[src/core/sdadc_pkg.sv]
// Constants for the delta-sigma conversion sequencer.
// Assumes one system clock at 100 MHz and a plain register port.
// Functional notes
// - Four modes: single, continuous, multi, turbo.
// - Start by control bit or start input.
// - Completion sets status, end output until read.
// - Single: four conversions, first three prime.
// - Single mode idles in standby between triggers.
// - Continuous: three periods priming, then every period.
// - Multi mode resets decimator between samples.
// - Multi mode restarts next sample automatically.
// - Turbo: multi below 17 bits, else continuous.
// - Output depends on last four decimation periods of samples.
// - End output rises after every non-priming conversion.
// - Resolution chosen against maximum sample rate.
// - Decimator is fourth-order sinc filter.
package sdadc_pkg;
    // ------------------------------------------------------------
    // Register map
    // ------------------------------------------------------------
    localparam logic [3:0] ADDR_CTRL   = 4'h0;
    localparam logic [3:0] ADDR_STATUS = 4'h1;
    localparam logic [3:0] ADDR_MASK   = 4'h2;
    localparam logic [3:0] ADDR_RESULT = 4'h3;
    localparam logic [3:0] ADDR_DECIM  = 4'h4;
    // CTRL layout
    localparam int CTRL_START_BIT = 0;
    localparam int CTRL_EN_BIT    = 1;
    localparam int CTRL_MODE_LSB  = 2;
    localparam int CTRL_RES_LSB   = 4;
    // STATUS / MASK layout
    localparam int ST_EOC_BIT     = 0;
    localparam int ST_OVR_BIT     = 1;
    localparam int ST_WIDTH       = 2;
    // ------------------------------------------------------------
    // Modes and resolutions
    // ------------------------------------------------------------
    typedef enum logic [1:0] {
        MODE_SINGLE = 2'b00,
        MODE_CONT   = 2'b01,
        MODE_MULTI  = 2'b10,
        MODE_TURBO  = 2'b11
    } mode_e;
    typedef enum logic [1:0] {
        RES_8  = 2'b00,
        RES_12 = 2'b01,
        RES_16 = 2'b10,
        RES_20 = 2'b11
    } res_e;
    // Decimation ratio per resolution at a fixed modulator rate
    localparam logic [15:0] DECIM_8     = 16'h0010;
    localparam logic [15:0] DECIM_12    = 16'h0020;
    localparam logic [15:0] DECIM_16    = 16'h0080;
    localparam logic [15:0] DECIM_20    = 16'h8000;
    localparam logic [2:0]  PRIME_CONV  = 3'h3;
    localparam int          SINC_ORDER  = 4;
    localparam int          ACC_W       = 64;
    localparam logic [31:0] ZERO_WORD   = 32'h0000_0000;
    typedef enum logic [1:0] {
        SEQ_STANDBY = 2'b00,
        SEQ_PRIME   = 2'b01,
        SEQ_RUN     = 2'b10
    } seq_e;
endpackage

[src/core/sinc4_decimator.sv]
// Fourth-order sinc decimator for a one-bit modulator stream.
// Assumes modulator bits arrive synchronised to i_clk with a valid strobe.
`timescale 1ns/1ps
`default_nettype none
module sinc4_decimator #(
    parameter int W = sdadc_pkg::ACC_W
) (
    // Clock and reset
    input  wire logic          i_clk,
    input  wire logic          i_rst_n,
    // Control
    input  wire logic          i_clear,
    input  wire logic [15:0]   i_ratio,
    // Modulator stream
    input  wire logic          i_bit_valid,
    input  wire logic          i_bit,
    // Output word
    output logic               o_valid,
    output logic [W-1:0]       o_word
);
    // ------------------------------------------------------------
    // Integrators and combs
    // ------------------------------------------------------------
    localparam int N = sdadc_pkg::SINC_ORDER;
    logic [W-1:0] integ [0:N];
    logic [W-1:0] comb  [0:N];
    logic [W-1:0] dly   [1:N];
    logic [15:0]  cnt;
    wire          tick = i_bit_valid && (cnt == i_ratio - 16'h0001);
    assign integ[0] = {{(W-1){1'b0}}, i_bit};
    genvar g;
    generate
        for (g = 1; g <= N; g++) begin : g_stage
            logic [W-1:0] acc;
            always_ff @(posedge i_clk) begin
                if (!i_rst_n || i_clear) begin
                    acc    <= '0;
                    dly[g] <= '0;
                end else begin
                    if (i_bit_valid)
                        acc <= acc + integ[g-1];
                    if (tick)
                        dly[g] <= comb[g-1];
                end
            end
            assign integ[g] = acc;
            assign comb[g]  = comb[g-1] - dly[g];
        end
    endgenerate
    assign comb[0] = integ[N];
    always_ff @(posedge i_clk) begin
        if (!i_rst_n || i_clear) begin
            cnt     <= 16'h0000;
            o_valid <= 1'b0;
            o_word  <= '0;
        end else begin
            o_valid <= tick;
            if (i_bit_valid)
                cnt <= tick ? 16'h0000 : cnt + 16'h0001;
            if (tick)
                o_word <= comb[N];
        end
    end
endmodule
`default_nettype wire

[src/core/sdadc_sequencer.sv]
// Conversion sequencer, register port and interrupt for the delta-sigma ADC.
// Assumes a modulator bit stream and start pulse from outside the clock domain.
`timescale 1ns/1ps
`default_nettype none
module sdadc_sequencer #(
    parameter int RES_W = 20
) (
    // Clock and reset
    input  wire logic        i_clk,
    input  wire logic        i_rst_n,
    // Register port
    input  wire logic [3:0]  i_addr,
    input  wire logic [31:0] i_wdata,
    input  wire logic        i_wr,
    input  wire logic        i_rd,
    output logic      [31:0] o_rdata,
    // Modulator and start
    input  wire logic        i_mod_bit,
    input  wire logic        i_mod_clk_en,
    input  wire logic        i_soc,
    output logic             o_mod_reset,
    // Completion
    output logic             o_eoc,
    output logic             o_irq
);
    // ------------------------------------------------------------
    // Input synchronisers
    // ------------------------------------------------------------
    logic [1:0] soc_sync;
    logic [1:0] bit_sync;
    logic [1:0] ven_sync;
    logic       soc_last;
    always_ff @(posedge i_clk) begin
        if (!i_rst_n) begin
            soc_sync <= 2'b00;
            bit_sync <= 2'b00;
            ven_sync <= 2'b00;
            soc_last <= 1'b0;
        end else begin
            soc_sync <= {soc_sync[0], i_soc};
            bit_sync <= {bit_sync[0], i_mod_bit};
            ven_sync <= {ven_sync[0], i_mod_clk_en};
            soc_last <= soc_sync[1];
        end
    end
    logic ven_last;
    always_ff @(posedge i_clk) begin
        if (!i_rst_n)
            ven_last <= 1'b0;
        else
            ven_last <= ven_sync[1];
    end
    wire soc_rise  = soc_sync[1] && !soc_last;
    wire bit_valid = ven_sync[1] && !ven_last;
    // ------------------------------------------------------------
    // Registers
    // ------------------------------------------------------------
    localparam int ST_W = sdadc_pkg::ST_WIDTH;
    logic                 enable;
    sdadc_pkg::mode_e     mode;
    sdadc_pkg::res_e      res;
    logic [ST_W-1:0]      status;
    logic [ST_W-1:0]      mask;
    logic [RES_W-1:0]     result;
    logic [15:0]          ratio_ovr;
    wire wr_ctrl   = i_wr && (i_addr == sdadc_pkg::ADDR_CTRL);
    wire wr_mask   = i_wr && (i_addr == sdadc_pkg::ADDR_MASK);
    wire wr_decim  = i_wr && (i_addr == sdadc_pkg::ADDR_DECIM);
    wire rd_status = i_rd && (i_addr == sdadc_pkg::ADDR_STATUS);
    wire rd_result = i_rd && (i_addr == sdadc_pkg::ADDR_RESULT);
    wire sw_start  = wr_ctrl && i_wdata[sdadc_pkg::CTRL_START_BIT];
    // A start written together with the enable bit counts at once
    wire start_evt = (sw_start && i_wdata[sdadc_pkg::CTRL_EN_BIT]) || (enable && soc_rise);
    always_ff @(posedge i_clk) begin
        if (!i_rst_n) begin
            enable    <= 1'b0;
            mode      <= sdadc_pkg::MODE_SINGLE;
            res       <= sdadc_pkg::RES_16;
            mask      <= '0;
            ratio_ovr <= 16'h0000;
        end else begin
            if (wr_ctrl) begin
                enable <= i_wdata[sdadc_pkg::CTRL_EN_BIT];
                mode   <= sdadc_pkg::mode_e'(i_wdata[sdadc_pkg::CTRL_MODE_LSB +: 2]);
                res    <= sdadc_pkg::res_e'(i_wdata[sdadc_pkg::CTRL_RES_LSB +: 2]);
            end
            if (wr_mask)
                mask <= i_wdata[ST_W-1:0];
            if (wr_decim)
                ratio_ovr <= i_wdata[15:0];
        end
    end
    // ------------------------------------------------------------
    // Resolution against rate
    // ------------------------------------------------------------
    logic [15:0] ratio_def;
    always_comb begin
        unique case (res)
            sdadc_pkg::RES_8:  ratio_def = sdadc_pkg::DECIM_8;
            sdadc_pkg::RES_12: ratio_def = sdadc_pkg::DECIM_12;
            sdadc_pkg::RES_16: ratio_def = sdadc_pkg::DECIM_16;
            sdadc_pkg::RES_20: ratio_def = sdadc_pkg::DECIM_20;
        endcase
    end
    wire [15:0] ratio = (ratio_ovr != 16'h0000) ? ratio_ovr : ratio_def;
    wire        hi_res = (res == sdadc_pkg::RES_20);
    // ------------------------------------------------------------
    // Sequencer
    // ------------------------------------------------------------
    sdadc_pkg::seq_e state;
    sdadc_pkg::seq_e next_state;
    logic [2:0]      prime_cnt;
    logic [2:0]      next_prime_cnt;
    logic            dec_clear;
    logic            dec_valid;
    logic [sdadc_pkg::ACC_W-1:0] dec_word;
    logic            conv_done;
    wire reprime = (mode == sdadc_pkg::MODE_MULTI) ||
                   ((mode == sdadc_pkg::MODE_TURBO) && !hi_res);
    always_comb begin
        next_state     = state;
        next_prime_cnt = prime_cnt;
        dec_clear      = 1'b0;
        conv_done      = 1'b0;
        unique case (state)
            sdadc_pkg::SEQ_STANDBY: begin
                dec_clear = 1'b1;
                if (start_evt) begin
                    next_state     = sdadc_pkg::SEQ_PRIME;
                    next_prime_cnt = 3'h0;
                end
            end
            sdadc_pkg::SEQ_PRIME: begin
                if (dec_valid) begin
                    next_prime_cnt = prime_cnt + 3'h1;
                    if (prime_cnt == sdadc_pkg::PRIME_CONV - 3'h1)
                        next_state = sdadc_pkg::SEQ_RUN;
                end
            end
            sdadc_pkg::SEQ_RUN: begin
                if (dec_valid) begin
                    conv_done = 1'b1;
                    if (mode == sdadc_pkg::MODE_SINGLE) begin
                        next_state = sdadc_pkg::SEQ_STANDBY;
                    end else if (reprime) begin
                        dec_clear      = 1'b1;
                        next_state     = sdadc_pkg::SEQ_PRIME;
                        next_prime_cnt = 3'h0;
                    end
                end
            end
            default: next_state = sdadc_pkg::SEQ_STANDBY;
        endcase
        if (!enable && !start_evt) begin
            next_state = sdadc_pkg::SEQ_STANDBY;
            dec_clear  = 1'b1;
        end
    end
    always_ff @(posedge i_clk) begin
        if (!i_rst_n) begin
            state     <= sdadc_pkg::SEQ_STANDBY;
            prime_cnt <= 3'h0;
        end else begin
            state     <= next_state;
            prime_cnt <= next_prime_cnt;
        end
    end
    sinc4_decimator #(
        .W           (sdadc_pkg::ACC_W)
    ) u_decim (
        .i_clk       (i_clk),
        .i_rst_n     (i_rst_n),
        .i_clear     (dec_clear),
        .i_ratio     (ratio),
        .i_bit_valid (bit_valid),
        .i_bit       (bit_sync[1]),
        .o_valid     (dec_valid),
        .o_word      (dec_word)
    );
    // Scale result to top bits of the chosen resolution
    logic [5:0] shift;
    always_comb begin
        unique case (res)
            sdadc_pkg::RES_8:  shift = 6'd9;
            sdadc_pkg::RES_12: shift = 6'd9;
            sdadc_pkg::RES_16: shift = 6'd13;
            sdadc_pkg::RES_20: shift = 6'd41;
        endcase
    end
    wire [sdadc_pkg::ACC_W-1:0] scaled = dec_word >> shift;
    // ------------------------------------------------------------
    // Result, status and interrupt
    // ------------------------------------------------------------
    always_ff @(posedge i_clk) begin
        if (!i_rst_n) begin
            result <= '0;
            status <= '0;
        end else begin
            if (conv_done)
                result <= scaled[RES_W-1:0];
            // Set wins over the read clear
            status[sdadc_pkg::ST_EOC_BIT] <= conv_done ||
                (status[sdadc_pkg::ST_EOC_BIT] && !rd_result && !rd_status);
            status[sdadc_pkg::ST_OVR_BIT] <= (conv_done && status[sdadc_pkg::ST_EOC_BIT] && !rd_result) ||
                (status[sdadc_pkg::ST_OVR_BIT] && !rd_status);
        end
    end
    logic eoc_hold;
    always_ff @(posedge i_clk) begin
        if (!i_rst_n)
            eoc_hold <= 1'b0;
        else
            eoc_hold <= conv_done || (eoc_hold && !rd_result);
    end
    assign o_eoc       = eoc_hold;
    assign o_irq       = |(status & mask);
    assign o_mod_reset = dec_clear;
    // ------------------------------------------------------------
    // Read port
    // ------------------------------------------------------------
    wire [31:0] ctrl_word = {26'h000_0000, res, mode, enable, 1'b0};
    wire [31:0] st_word   = {30'h0000_0000, status};
    wire [31:0] mask_word = {30'h0000_0000, mask};
    wire [31:0] res_word  = {{(32-RES_W){1'b0}}, result};
    wire [31:0] dec_rword = {16'h0000, ratio_ovr};
    logic [31:0] rd_mux;
    always_comb begin
        rd_mux = sdadc_pkg::ZERO_WORD;
        case (i_addr)
            sdadc_pkg::ADDR_CTRL:   rd_mux = ctrl_word;
            sdadc_pkg::ADDR_STATUS: rd_mux = st_word;
            sdadc_pkg::ADDR_MASK:   rd_mux = mask_word;
            sdadc_pkg::ADDR_RESULT: rd_mux = res_word;
            sdadc_pkg::ADDR_DECIM:  rd_mux = dec_rword;
            default:                rd_mux = sdadc_pkg::ZERO_WORD;
        endcase
    end
    always_ff @(posedge i_clk) begin
        if (!i_rst_n)
            o_rdata <= sdadc_pkg::ZERO_WORD;
        else
            o_rdata <= i_rd ? rd_mux : sdadc_pkg::ZERO_WORD;
    end
endmodule
`default_nettype wire

[config.mk]
export PLATFORM = sky130hd
export DESIGN_NAME = sdadc_sequencer
export DESIGN_NICKNAME = d
export VERILOG_FILES = /design/src/core/sdadc_pkg.sv /design/src/core/sinc4_decimator.sv /design/src/core/sdadc_sequencer.sv
export SDC_FILE = /design/constraint.sdc
export NUM_CORES = 2
export LEC_CHECK = 0
export BUFFER_PORTS_ARGS = -buffer_cell sky130_fd_sc_hd__buf_2
export CAP_MARGIN = 20
export CORE_MARGIN = 3
export CORE_UTILIZATION = 50
export CTS_CLUSTER_SIZE = 8
export DETAILED_ROUTE_END_ITERATION = 16
export PLACE_DENSITY = 0.74
export SYNTH_ARGS = -nofsm -noshare
export SYNTH_HDL_FRONTEND = slang
export SYNTH_HIERARCHICAL = 1
export SYNTH_SLANG_ARGS = --single-unit
[constraint.sdc]
create_clock -name i_clk -period 12.9 [get_ports i_clk]
set_clock_uncertainty 0.15 [all_clocks]
set_input_delay 1.29 -clock i_clk [delete_from_list [all_inputs] [get_ports i_clk]]
set_output_delay 1.29 -clock i_clk [all_outputs]
set_load 0.02 [all_outputs]
# --- After elaboration in Yosys (flattened, before gate mapping) ---
# Memories as Yosys holds them, arrays and structs flattened.
# Index checks and enable logic that the tools add are counted.
totals:
  mem_count: 1
  output_inout_bits: 35
  in_bits: 43
  register_bits: 428
  wordCells: 141
  ramBits: 256
classes:
  bitwise: 6
  n_eq_ne: 20
  shift: 1
  mux: 34
  reduce_logical: 45
  addsub: 11
memory_table:
  columns: ["memory", "depth", "word_bits", "read_ports", "rd_clocked_by_memory_dff", "write_ports", "line", "source"]
  rows:
  - ["u_decim.dly", 4, 64, 4, 0, 4, "sinc4_decimator.sv:27", "logic [W-1:0] dly [1:N];"]
ops:
  columns: ["operator", "count"]
  rows:
  - ["64-bit two-way mux", 4]
  - ["64-bit subtractor", 4]
  - ["64-bit adder", 3]
  - ["20-bit one-hot mux with 5 select lines", 1]
  - ["64-bit by 1-bit adder with 64-bit output", 1]
  - ["16-bit one-hot mux with 4 select lines", 1]
  - ["64-bit by 6-bit right shift with 20-bit output", 1]
  - ["16-bit two-way mux", 2]
  - ["1-bit logical AND", 19]
  - ["6-bit one-hot mux with 3 select lines", 1]
  - ["16-bit by 1-bit adder with 16-bit output, second input constant", 1]
  - ["16-bit equality test", 1]
  - ["16-bit nonzero test", 1]
  - ["16-bit by 1-bit subtractor with 16-bit output, second input constant", 1]
  - ["3-bit two-way mux", 5]
  - ["2-bit two-way mux", 6]
  - ["1-bit two-way mux", 11]
  - ["2-bit equality test, second input constant", 5]
  - ["3-bit one-hot mux with 3 select lines", 1]
  - ["4-bit by 2-bit equality test with 1-bit output, second input constant", 2]
  - ["1-bit zero test", 8]
  - ["2-bit != test, second input constant", 4]
  - ["2-bit zero test", 3]
  - ["1-bit logical OR", 6]
  - ["other kinds (18)", 25]

# --- Depth between registers and ports, before layout ---
logic_depth:
  word_depth: 13
  ltp_mapped: 51
  mapped_depth_nobuf: 49

# --- Hierarchy ---
# The synthesis kept the hierarchy.
modules_own_cells:
  columns: ["mod", "cells_each", "area_per_inst_um2", "instances"]
  rows:
  - ["sinc4_decimator", 5746, 47229.0, 1]
  - ["sdadc_sequencer", 429, 3733.6, 1]

# --- Worst setup path before layout ---
# OpenSTA, ideal clock, no wires.
synth_timing:
  path_kind: "flip-flop to flip-flop"
  startpoint: "register u_decim.g_stage[4].acc[0]"
  endpoint: "register u_decim.o_word[63]"
  required_ps: 12692
  n_path_buf: 3
  setup_slack_ps: 3608
  setup_ps: 58
  period_less_slack_ps: 9292
  stages_incl_launch_ff: 49
  arrival_ps: 9085
  cell_sequence: "dfxtp_1 inv_1 ha_1 inv_1 fa_1 a21o_1 a21oi_1 o21ai_0 a31oi_1 a21oi_1 and2_1 o21ai_0 nand2b_1 a21o_1 a21oi_1 xnor2_1 ha_1 buf_1 (+13 left out) a221oi_1 o31ai_1 a221o_1 a2111oi_2 o21ai_1 a21oi_2 o21ai_1 xor2_1 ha_1 clkbuf_1 nand4_1 nor4b_1 nand2_1 a211o_1 xor2_1 or2_2 mux2i_1 a21o_1"
synth_lines:
  columns: ["element", "line", "source"]
  rows:
  - ["start: declaration", "sinc4_decimator.sv:34", "logic [W-1:0] acc;"]
  - ["start signal: assignment", "sinc4_decimator.sv:41", "acc <= acc + integ[g-1];"]
  - ["end signal: assignment", "sinc4_decimator.sv:61", "o_word <= comb[N];"]
  - ["end: declaration", "sinc4_decimator.sv:19", "output logic [W-1:0] o_word"]

==> flow_metrics.env <==
export IMPL_detail_route_wl_per_cell_um=15.5
export IMPL_drc=0
export IMPL_post_cts_repair_setup_buffers=0
export IMPL_grt_pass1_vias=37500
export IMPL_design_area_um2=51100
export IMPL_routed_wl_mm=107
export IMPL_grt_max_degree=206
export IMPL_worst_path_largest_cell_delay_ns=0.46
export IMPL_timing_rr_start="u_decim/g_stage[4].acc[0]"
export IMPL_finalSetupTns_ns=0
export IMPL_synth_area_um2=47700
export IMPL_hold_buffers=0
export IMPL_ant_nets=0
export IMPL_die_y_um=315
export IMPL_power_frac_comb_pct=6.7
export IMPL_place_area_um2=48500
export IMPL_dp_hpwl_mm=79.5
export IMPL_core_um2=94000
export IMPL_clk_latency_ns=0.66
export IMPL_h_tree_depth=3
export IMPL_slew_viol_final=0
export IMPL_final_period_utilization_pct=80.3
export IMPL_worst_slew_pin_slew_ns=1.03
export IMPL_crit_end="u_decim/o_word[60]"
export IMPL_cts_buffer_depth=3
export IMPL_synthCells=5777
export IMPL_fp_dieW_um=315
export IMPL_nets=6113
export IMPL_p_seq_share_pct=45.7
export IMPL_cts_tree="yes"
export IMPL_status="finished clean"
export IMPL_rsz0062_at_grt="no"
export IMPL_num_io_pins=78
export IMPL_hp_class="flip-flop to flip-flop"
export IMPL_power_share_clock_pct=47.6
export IMPL_final_fill_count=8575
export IMPL_port_buffers=49
export IMPL_grt_total_usage_pct=21.3
export IMPL_area_growth_pct=7.01
export IMPL_rows=112
export IMPL_cts_root_buffer="clkbuf_16"
export IMPL_setup_violations=0
export IMPL_power_density_nw_per_um2=87.9
export IMPL_endpoint_kind="flip-flop"
export IMPL_crit_path_frequent_cell="a21oi_1"
export IMPL_dp_cells=6789
export IMPL_reg2reg_slack_ns=2.55
export IMPL_switching_share_pct=23.3
export IMPL_fmax_mhz=96.6
export IMPL_crit_start="u_decim/g_stage[4].acc[0]"
export IMPL_drt_first_iter_violations=2243
export IMPL_cts_sink_count=628
export IMPL_power_switching_mw=1.05
export IMPL_arrival_ns=10.76
export IMPL_vias=39100
export IMPL_yosys_warnings=6
export IMPL_num_antenna_cells=0
export IMPL_internal_power_mw=3.45
export IMPL_gr_total_overflow=0
export IMPL_clk_pin_slew_worst_paths_ns=0.05
export IMPL_fin_crit_ns=10.35
export IMPL_start_util_pct=50.8
export IMPL_dr_pass1_iters=6
export IMPL_crit_fanout=8
export IMPL_drive_above_1_share_pct=4.09
export IMPL_r2r_end="u_decim/o_word[60]"
export IMPL_hold_viol=0
export IMPL_final_instance_count_excl_fill=6922
export IMPL_power_total_mw=4.49
export IMPL_antenna_found_initial=0
export IMPL_cts_buffers=89
export IMPL_cts_resized=0
export IMPL_finalCoreUtilization_pct=54.3
export IMPL_gp_congestion=0.897
export IMPL_dieArea_um2=99200
export IMPL_max_slew_margin_pct=29.7
export IMPL_critPathLaunchType="flip-flop"
export IMPL_max_cap_viol_count=0
export IMPL_crit_slowest_cell="a221oi_2"
export IMPL_vias_per_cell=5.65
export IMPL_cp_required_ns=13.31
export IMPL_avgSynthCellArea_um2=8.26
export IMPL_reg2regPathDepth=48
export IMPL_path_class="flip-flop to flip-flop"
export IMPL_grt_pass1_wl_mm=180
export IMPL_p_leak_nw=23.4
export IMPL_vdd_drop_max_mv=0.0924
[metrics by stage]
step	hold slack, ns	worst slack [ns]
finish	0.280	2.55
global route	0.288	1.57
floorplan	0.262	4.09
CTS	0.281	2.51
detailed placement	0.270	2.68
global placement	0.268	2.69
[sequential cells by signal (all words and copies together), names as in the netlist, 2 cells and up]
name	flops
u_decim/dly	244
u_decim/g_stage.acc	244
u_decim/o_word	44
o_rdata	20
result	20
ratio_ovr	16
u_decim/cnt	16
prime_cnt	3
bit_sync	2
mask	2
mode	2
res	2
soc_sync	2
state	2
status	2
ven_sync	2
[metal layers]
metal	vias to the layer above	part of all wire (%)	GRT usage, %
met5	-	0	0
met4	0	4.0	8.83
met3	250	3.1	2.25
met2	748	47	36.8
met1	17900	46	27.0
li1	20200	-	-
[power by group through the flow]
stage	registers, mW	clock network [mW]	logic, mW
final	2.05	2.14	0.300
after detailed placement	2.09	0	0.298
after CTS	2.05	2.20	0.299
after global placement	2.09	0	0.297
after global routing	2.05	2.27	0.328
after floorplan	2.09	0	0.235
[cell usage in the layout, fill, tap and decap left out, types with 14 or more instances in the layout]
cell       count
clkbuf_1      31
buf_2         50
or3_1         14
xnor2_1      262
o211ai_1      23
a21boi_0      27
o21a_1        44
a21o_1       307
nand2b_1      51
o21bai_1      78
mux2i_1      124
o31ai_1       19
and2_1       112
and3_1       231
ha_1         433
xor2_1       203
dfxtp_1      384
nand3_1      135
buf_4         19
a31oi_1       59
a21oi_1      515
a22oi_1       18
nor3_1        67
a211oi_1      55
nand4_1       84
nor2_1       481
clkbuf_16     90
nor2b_1       79
inv_1        367
o21ai_0      282
nand2_1      476
and4_1        17
edfxtp_1     244
o21ai_1       15
nor4_1        14
[worst max-delay path: cells and delay by family, from the launching register on]
family	cells	cell delay, ns
buffers and inverters	3	0.26
adder cells (fa/ha/maj)	5	1.70
AND/OR/NAND/NOR	5	0.56
AO/OA/AOI/OAI	31	6.55
XOR/XNOR	4	0.74
flip-flops	1	0.32
[how the worst min path moves through the flow]
stage	startpoint	to	slack, ns	cells past startpoint
CTS	ven_sync[0]	ven_sync[1]	0.28	1
detailed placement	ven_sync[0]	ven_sync[1]	0.27	1
global route	ven_sync[0]	ven_sync[1]	0.29	1
global placement	ven_sync[0]	ven_sync[1]	0.27	1
finish	ven_sync[0]	ven_sync[1]	0.28	1
floorplan	bit_sync[0]	bit_sync[1]	0.26	1
[cell type report]
type / count / area (µm²) / area share [%]
Clock inverter: 8 / 131 / 0.257
Inverter: 370 / 1400 / 2.73
Tap cell: 1254 / 1570 / 3.07
Timing Repair Buffer: 73 / 488 / 0.955
Sequential cell: 628 / 15000 / 29.4
Clock buffer: 121 / 2370 / 4.64
Multi-Input combinational cell: 4468 / 30100 / 59.0
Power figures use the tool's default switching activity.
